--- src/common/mcid_consts.svh ---
// Overview of operation
// - analog level maps linearly, zero to maximum
// - run-permit high starts driving the motor
// - run-permit low releases windings, motor coasts
// - analog method: direction high means clockwise
// - pwm duty 0..100% maps to min..max
// - combined method reads pwm from direction line
// - combined 0% duty: full counterclockwise
// - combined 100% duty: full clockwise
// - combined 50% duty: zero command; the code gives -1, as its magnitude is never below 1
// - enable-only method requires preset speed mode
`ifndef MCID_CONSTS_SVH
`define MCID_CONSTS_SVH
`define MCID_CLK_HZ        40000000
`define MCID_PWM_HZ        2500
`define MCID_PWM_PERIOD    (`MCID_CLK_HZ / `MCID_PWM_HZ)
`define MCID_TIMEOUT_MULT  4
`define MCID_CNT_W         16
`define MCID_CMD_W         12
`endif

--- src/common/mcid_pkg.sv ---
`default_nettype none
package mcid_pkg;
  // control methods selected by configuration
  typedef enum logic [1:0] {
    MCID_ANALOG,
    MCID_PWM,
    MCID_PWM_DIR,
    MCID_ON_OFF
  } mcid_method_t;
  // operating modes
  typedef enum logic [1:0] {
    MCID_OPEN_SPEED,
    MCID_CLOSED_SPEED,
    MCID_PRESET_SPEED,
    MCID_TORQUE
  } mcid_mode_t;
endpackage : mcid_pkg
`default_nettype wire

--- src/common/mcid_duty_if.sv ---
`default_nettype none
// carries one measured period from the meter to the decoder
interface mcid_duty_if #(parameter int CNT_W = 16) ();
  logic             done;
  logic [CNT_W-1:0] high_cnt;
  logic [CNT_W-1:0] period_cnt;
  logic             stale;
  modport meter (output done, output high_cnt, output period_cnt, output stale);
  modport user  (input  done, input  high_cnt, input  period_cnt, input  stale);
endinterface : mcid_duty_if
`default_nettype wire

--- src/logic/mcid_decoder.sv ---
`include "mcid_consts.svh"
`default_nettype none
module mcid_decoder #(
  parameter int CMD_W   = `MCID_CMD_W,
  parameter int CNT_W   = `MCID_CNT_W,
  parameter int TIMEOUT = `MCID_PWM_PERIOD * `MCID_TIMEOUT_MULT
) (
  // clock and reset
  input  wire logic                    i_clock,
  input  wire logic                    i_rst,
  // configuration
  input  wire mcid_pkg::mcid_method_t  i_method,
  input  wire mcid_pkg::mcid_mode_t    i_mode,
  // host command lines
  input  wire logic                    i_enable,
  input  wire logic                    i_direction,
  input  wire logic                    i_pwm,
  input  wire logic [CMD_W-1:0]        i_analog_level,
  // decoded command
  output logic signed [CMD_W:0]        o_speed_cmd,
  output logic                         o_run,
  output logic                         o_coast,
  output logic                         o_preset_run,
  output logic                         o_config_error
);
  localparam logic [CMD_W-1:0] CMD_MAX = {CMD_W{1'b1}};

  mcid_duty_if #(.CNT_W(CNT_W)) duty ();

  logic              pwm_src;
  logic [CMD_W-1:0]  mag_pwm;
  logic [CMD_W-1:0]  signed_mag;
  logic              signed_cw;
  logic [CMD_W-1:0]  held_mag;
  logic              held_cw;
  logic              method_ok;
  logic signed [CMD_W:0] next_speed_cmd;

  // scale high time over period to the command range
  function automatic logic [CMD_W-1:0] mcid_scale(input logic [CNT_W-1:0] hi,
                                                   input logic [CNT_W-1:0] per);
    logic [CNT_W+CMD_W-1:0] prod;
    prod = '0;
    if (per == '0 || hi >= per) begin
      mcid_scale = CMD_MAX;
    end else begin
      prod       = (CNT_W+CMD_W)'(hi) * (CNT_W+CMD_W)'(CMD_MAX);
      mcid_scale = CMD_W'(prod / (CNT_W+CMD_W)'(per));
    end
  endfunction : mcid_scale

  // apply a sense to a magnitude
  function automatic logic signed [CMD_W:0] mcid_sign(input logic [CMD_W-1:0] mag, input logic cw);
    mcid_sign = cw ? $signed({1'b0, mag}) : -$signed({1'b0, mag});
  endfunction : mcid_sign

  // combined method reads its pwm from the direction line
  assign pwm_src = (i_method == mcid_pkg::MCID_PWM_DIR) ? i_direction : i_pwm;

  mcid_duty_meter #(.CNT_W(CNT_W), .TIMEOUT(TIMEOUT)) u_meter (
    .i_clock (i_clock),
    .i_rst   (i_rst),
    .i_pwm   (pwm_src),
    .duty    (duty)
  );

  // magnitude; a line held constant reads as 0% or 100%
  assign mag_pwm = duty.stale ? (pwm_src ? CMD_MAX : '0)
                              : mcid_scale(duty.high_cnt, duty.period_cnt);

  // combined method: 50% gives -1 (magnitude never drops below 1), 0% full ccw, 100% full cw
  always_comb begin
    signed_cw  = mag_pwm[CMD_W-1];
    signed_mag = signed_cw ? CMD_W'({mag_pwm[CMD_W-2:0], 1'b1})
                           : CMD_W'({~mag_pwm[CMD_W-2:0], 1'b1});
  end

  // latch pwm results once per completed period and on every cycle while stale
  always_ff @(posedge i_clock or posedge i_rst) begin
    if (i_rst) begin
      held_mag <= '0;
      held_cw  <= 1'b1;
    end else if (duty.done || duty.stale) begin
      held_mag <= (i_method == mcid_pkg::MCID_PWM_DIR) ? signed_mag : mag_pwm;
      held_cw  <= signed_cw;
    end
  end

  // enable-only method valid only with preset speed
  assign method_ok = (i_method != mcid_pkg::MCID_ON_OFF) || (i_mode == mcid_pkg::MCID_PRESET_SPEED);

  // command selection per method
  always_comb begin
    next_speed_cmd = '0;
    case (i_method)
      mcid_pkg::MCID_ANALOG:  next_speed_cmd = mcid_sign(i_analog_level, i_direction);
      mcid_pkg::MCID_PWM:     next_speed_cmd = mcid_sign(held_mag, i_direction);
      mcid_pkg::MCID_PWM_DIR: next_speed_cmd = mcid_sign(held_mag, held_cw);
      mcid_pkg::MCID_ON_OFF:  next_speed_cmd = '0;
      default:                next_speed_cmd = '0;
    endcase
    if (!i_enable || !method_ok) next_speed_cmd = '0;
  end

  // speed command follows the selected method one edge later
  always_ff @(posedge i_clock or posedge i_rst) begin
    if (i_rst) begin
      o_speed_cmd <= '0;
    end else begin
      o_speed_cmd <= next_speed_cmd;
    end
  end

  // run permit; only a legal method may drive the windings
  always_ff @(posedge i_clock or posedge i_rst) begin
    if (i_rst) begin
      o_run <= 1'b0;
    end else begin
      o_run <= i_enable && method_ok;
    end
  end

  // coast whenever run is withheld so windings float rather than brake
  always_ff @(posedge i_clock or posedge i_rst) begin
    if (i_rst) begin
      o_coast <= 1'b1;
    end else begin
      o_coast <= !(i_enable && method_ok);
    end
  end

  // preset request; the fixed speed itself is applied further down the drive
  always_ff @(posedge i_clock or posedge i_rst) begin
    if (i_rst) begin
      o_preset_run <= 1'b0;
    end else begin
      o_preset_run <= i_enable && (i_mode == mcid_pkg::MCID_PRESET_SPEED);
    end
  end

  // flags enable-only without preset for as long as that pairing stands
  always_ff @(posedge i_clock or posedge i_rst) begin
    if (i_rst) begin
      o_config_error <= 1'b0;
    end else begin
      o_config_error <= !method_ok;
    end
  end
endmodule : mcid_decoder
`default_nettype wire

--- src/logic/mcid_duty_meter.sv ---
`include "mcid_consts.svh"
`default_nettype none
module mcid_duty_meter #(
  parameter int CNT_W   = `MCID_CNT_W,
  parameter int TIMEOUT = `MCID_PWM_PERIOD * `MCID_TIMEOUT_MULT
) (
  // clock and reset
  input  wire logic   i_clock,
  input  wire logic   i_rst,
  // pwm sample
  input  wire logic   i_pwm,
  // measurement out
  mcid_duty_if.meter  duty
);
  localparam logic [CNT_W-1:0] CNT_MAX = {CNT_W{1'b1}};
  localparam logic [CNT_W-1:0] TO_CNT  = CNT_W'(TIMEOUT);

  logic             pwm_d;
  logic             primed;
  logic             started;
  logic [CNT_W-1:0] hi;
  logic [CNT_W-1:0] per;
  logic             rise;

  // no edge is seen until the history holds a real sample, so a line idling high
  // cannot fake a rise on the first edge after reset
  assign rise = i_pwm & ~pwm_d & primed;

  // edge history
  always_ff @(posedge i_clock or posedge i_rst) begin
    if (i_rst) begin
      pwm_d  <= 1'b0;
      primed <= 1'b0;
    end else begin
      pwm_d  <= i_pwm;
      primed <= 1'b1;
    end
  end

  // count high time and period between rising edges; saturate so a stuck line cannot wrap
  always_ff @(posedge i_clock or posedge i_rst) begin
    if (i_rst) begin
      hi              <= '0;
      per             <= '0;
      started         <= 1'b0;
      duty.done       <= 1'b0;
      duty.high_cnt   <= '0;
      duty.period_cnt <= '0;
    end else begin
      duty.done <= 1'b0;
      if (rise) begin
        if (started) begin
          duty.done       <= 1'b1;
          duty.high_cnt   <= hi;
          duty.period_cnt <= per;
        end
        started <= 1'b1;
        hi      <= CNT_W'(1); // the rising-edge cycle counts as high
        per     <= CNT_W'(1);
      end else begin
        if (per != CNT_MAX) per <= per + CNT_W'(1);
        if (i_pwm && hi != CNT_MAX) hi <= hi + CNT_W'(1);
      end
    end
  end

  // no edge for too long: line is held at a constant level (0% or 100%)
  always_ff @(posedge i_clock or posedge i_rst) begin
    if (i_rst) begin
      duty.stale <= 1'b1;
    end else if (rise) begin
      duty.stale <= 1'b0;
    end else if (per >= TO_CNT) begin
      duty.stale <= 1'b1;
    end
  end
endmodule : mcid_duty_meter
`default_nettype wire

--- config.mk ---
export PLATFORM = sky130hd
export DESIGN_NAME = mcid_decoder
export DESIGN_NICKNAME = d
export VERILOG_FILES = /design/src/common/mcid_pkg.sv /design/src/common/mcid_duty_if.sv /design/src/logic/mcid_decoder.sv /design/src/logic/mcid_duty_meter.sv
export VERILOG_INCLUDE_DIRS = /design/src /design/src/common
export SDC_FILE = /design/constraint.sdc
export NUM_CORES = 2
export LEC_CHECK = 0
export BUFFER_PORTS_ARGS = -buffer_cell sky130_fd_sc_hd__buf_2
export CAP_MARGIN = 20
export CELL_PAD_IN_SITES_DETAIL_PLACEMENT = 0
export CELL_PAD_IN_SITES_GLOBAL_PLACEMENT = 1
export CORE_AREA = 2 2 247 249
export CTS_BUF_LIST = sky130_fd_sc_hd__clkbuf_2 sky130_fd_sc_hd__clkbuf_4 sky130_fd_sc_hd__clkbuf_8
export CTS_CLUSTER_DIAMETER = 200
export CTS_CLUSTER_SIZE = 10
export DETAILED_ROUTE_END_ITERATION = 10
export DIE_AREA = 0 0 249 251
export PLACE_DENSITY_LB_ADDON = 0.08
export SETUP_SLACK_MARGIN = 0.2
export SYNTH_ARGS = -nofsm -noshare
export SYNTH_HDL_FRONTEND = slang
export SYNTH_SLANG_ARGS = --single-unit
--- constraint.sdc ---
create_clock -name i_clock -period 73 [get_ports i_clock]
set_clock_uncertainty 0.1 [all_clocks]
set_input_delay 3.65 -clock i_clock [delete_from_list [all_inputs] [get_ports i_clock]]
set_output_delay 3.65 -clock i_clock [all_outputs]
set_load 0.02 [all_outputs]
==> impl_summary.txt <==
----------------------------------------------------
[Outcome]
  Run status ... finished clean

[Setup path]
  Startpoint class of the critical path ... flip-flop
  Last element of the critical path ... held_mag[0]$_DFFE_PP0P_
  Most frequent cell on the critical path ... o21a_1
  CP max-delay cell ... fa_2
  Logic depth of the worst register-to-register path ... 349
  Setup crit start ... u_meter.duty.high_cnt[14]$_DFFE_PP0P_
  Arrival time reported for the critical path endpoint ... 70750 ps
  Setup slack, reg-to-reg ... 2440 ps
  Critical path class ... flip-flop to flip-flop
  Capture instance of the worst register-to-register path ... held_mag[0]$_DFFE_PP0P_
  Critical path fanouts, max ... 11
  Launch point of the worst reg-to-reg path ... u_meter.duty.high_cnt[14]$_DFFE_PP0P_
  Largest stage delay on the critical path ... 620 ps
  Critical Path RT ... 73190 ps
  Element type at the critical path end ... flip-flop

[GRT]
  Initial antenna violation count ... 1
  Aggregate global-route resource usage ... 29.4%
  Pin count of the biggest net entering global routing ... 53
  First-pass GRT wire length ... 147 mm
  Remaining global-route overflow ... 0
  Via count of the first global-routing pass ... 26800

[Drt]
  Vias ... 28300
  Via density ... 6.05
  Detailed Route WL ... 97.0 mm
  Average wire length per cell after detail routing ... 20.7 um
  Iteration count of the initial detailed-routing pass ... 8
  Post-detailed-route count of antenna-violating nets ... 0
  Remaining routing DRC violations ... 0
  Initial DRC count ... 1796

[Synth]
  Number of distinct library cells after synthesis ... 120
  Number of enable-type register cells in the synthesized netlist ... 0
  Most instantiated flip-flop cell in the synthesis netlist ... dfrtp_1
  Top cells by area, synth ... ha_1, dfrtp_1, fa_1
  Biggest area consumer among synthesized cells ... ha_1
  Share of the synthesized area in the top cell type ... 18.8%
  Seq cells post-synth ... 99
  Avg Inst Size Synth ... 7.67 sq um
  Synthesized instance count ... 3555
  Yosys warns ... 0
  Most used standard cell by instance count after synthesis ... ha_1
  Syn_nets ... 4080
  Synth async-reset ratio ... 100%
  Register area share after synthesis ... 9.10%
  Most numerous cell types in the synthesized netlist ... ha_1, nor2_1, nand2_1, a21oi_1, inv_1
  Netlist area before placement ... 27300 sq um

[STA]
  RSZ-0062 raised after global routing ... yes
  Final Cycle Share ... 96.7%
  Maximum operating frequency ... 0.0142 GHz
  Count of pins over their slew limit ... 0
  Max_slew headroom ... 29.9%
  Count of final setup violators ... 0
  Count of final hold-check violations ... 0
  Final Critical Period ... 70560 ps
  Actual transition at the worst max-transition pin ... 1040 ps

[Place]
  Quantity of I/O buffers inserted on ports ... 37
  Routability Congestion ... 0.951
  Sum of net half-perimeters after detailed placement ... 75.3 mm
  Placed cell count ... 4496
  Placed cell areas ... 29800 sq um

[Final layout]
  Inserted Diodes ... 0
  Number of inserted filler cells in the final layout ... 5718
  Synth-to-layout area growth ... 21.3%
  Post-layout instance count excluding filler cells ... 4679
  Nets ... 4417
  Multi-input logic area ... 25400 sq um
  Final instance area ... 33100 sq um
  Total area of sequential cells ... 2500 sq um
  Ratio of cells with drive above 1 in the final layout ... 22.6%

[Floorplanning]
  Die W ... 249 um
  Number of rows in the core area ... 90
  Std-Cell Core Area ... 59800 sq um
  Full die area ... 62500 sq um
  Number of placed I/O pins ... 38
  Die span in y ... 251 um
  Initial core utilization ... 45.6%

[Clock tree]
  Clk Latency, worst-skew pair ... 410 ps
  CTS buffer count ... 9
  Clock slew at reported path FFs ... 130 ps
  CTS Root Buffer Type ... clkbuf_8
  CTS Sinks ... 99
  Clock Path Buffers ... 2
  CTS H-tree lvls ... 3
  TritonCTS clock tree ... built

[Worst hold path]
  Hold crit path type ... flip-flop to flip-flop
  Launch instance of the worst min-delay path ... u_meter.started$_DFFE_PP0P_
  Worst hold path cell count ... 1

[Flow run]
  Count of maximum capacitance violations ... 0

----------------------------------------------------
==> sequential cells by signal, summed over array words and instances, names as in the netlist <==
signal / flops
u_meter.duty.stale: 1
held_cw: 1
u_meter.per: 16
u_meter.duty.high_cnt: 16
u_meter.hi: 16
u_meter.started: 1
o_preset_run: 1
o_speed_cmd: 13
held_mag: 12
o_coast: 1
u_meter.primed: 1
o_run: 1
o_config_error: 1
u_meter.duty.done: 1
u_meter.pwm_d: 1
u_meter.duty.period_cnt: 16
==> cell families after synthesis <==
| kind of cell | Yosys count | share of synthesized area [%] |
|---|---|---|
| flip-flops | 99 | 9.10 |
| buffers and inverters | 314 | 4.42 |
| AO/OA/AOI/OAI | 1081 | 27.0 |
| multiplexers | 118 | 4.78 |
| adder cells (fa/ha/maj) | 504 | 25.7 |
| XOR/XNOR | 229 | 7.41 |
| AND/OR/NAND/NOR | 1209 | 21.5 |
| other | 1 | 0.0138 |
==> worst min-delay path by stage <==
stage	endpoint	slack (ps)
floorplan	u_meter.started$_DFFE_PP0P_	340
global placement	u_meter.started$_DFFE_PP0P_	350
detailed placement	u_meter.started$_DFFE_PP0P_	360
CTS	u_meter.started$_DFFE_PP0P_	390
global route	u_meter.started$_DFFE_PP0P_	400
finish	u_meter.started$_DFFE_PP0P_	380
==> what timing repair did <==
action | 4_1_cts | 5_1_grt
pin swaps | 13 | 193
setup buffers | 17 | 147
gates resized for setup | 40 | 343
gates cloned | 0 | 3
endpoints found under the setup margin | 2 | 3
hold buffers | 0 | 0
==> critical path, delay by kind of cell, from the launching register on <==
family                     cells  cell delay, ps
AOI/OAI and AO/OA            211           39770
and+or+nand+nor               73           13990
adders and majority gates     34           10570
muxes                         10            2740
buffers and inverters         20            2560
DFF                            1             430
xor gates and xnor gates       1             110
==> cell usage in the layout, fill, tap and decap left out, types with 74 or more instances in the layout <==
cell type  count
ha_1         363
buf_4        344
nand2_1      311
nor2_1       305
inv_1        228
a21oi_1      199
o21ai_0      142
nor3_1       139
xnor2_1      133
o21a_1       128
a21o_1       103
xor2_1        92
nand3_1       83
fa_1          83
dfrtp_1       83
o31ai_1       76
mux2_2        74
==> cell type report <==
class / instances / area share (%)
clock inverters: 7 / 0.310
clock buffers: 9 / 0.375
well taps: 782 / 2.96
inverters: 233 / 2.65
multi-input cells: 3144 / 76.9
repair buffers: 405 / 9.21
flip-flops and latches: 99 / 7.56
==> stage by stage <==
step | utilization [%] | hold slack [ps] | setup TNS [ps] | worst slack (ps)
2_1_floorplan | - | 339 | 0 | 226
3_3_place_gp | 49.9 | 354 | -1970 | -989
3_5_place_dp | 49.9 | 359 | -4230 | -2120
4_1_cts | 50.7 | 385 | 0 | 226
5_1_grt | 55.3 | 401 | -829 | -432
6_report | 55.3 | 379 | 0 | 2440
==> routing by layer <==
| metal | wire [um] | GRT usage [%] |
|---|---|---|
| met5 | 13 | 0 |
| met4 | 2960 | 7.97 |
| met3 | 4670 | 2.41 |
| met2 | 43400 | 47.5 |
| met1 | 46000 | 41.9 |
Power is not shown: default switching activity piles up to over one toggle a cycle in this logic, so the estimate is an artifact.
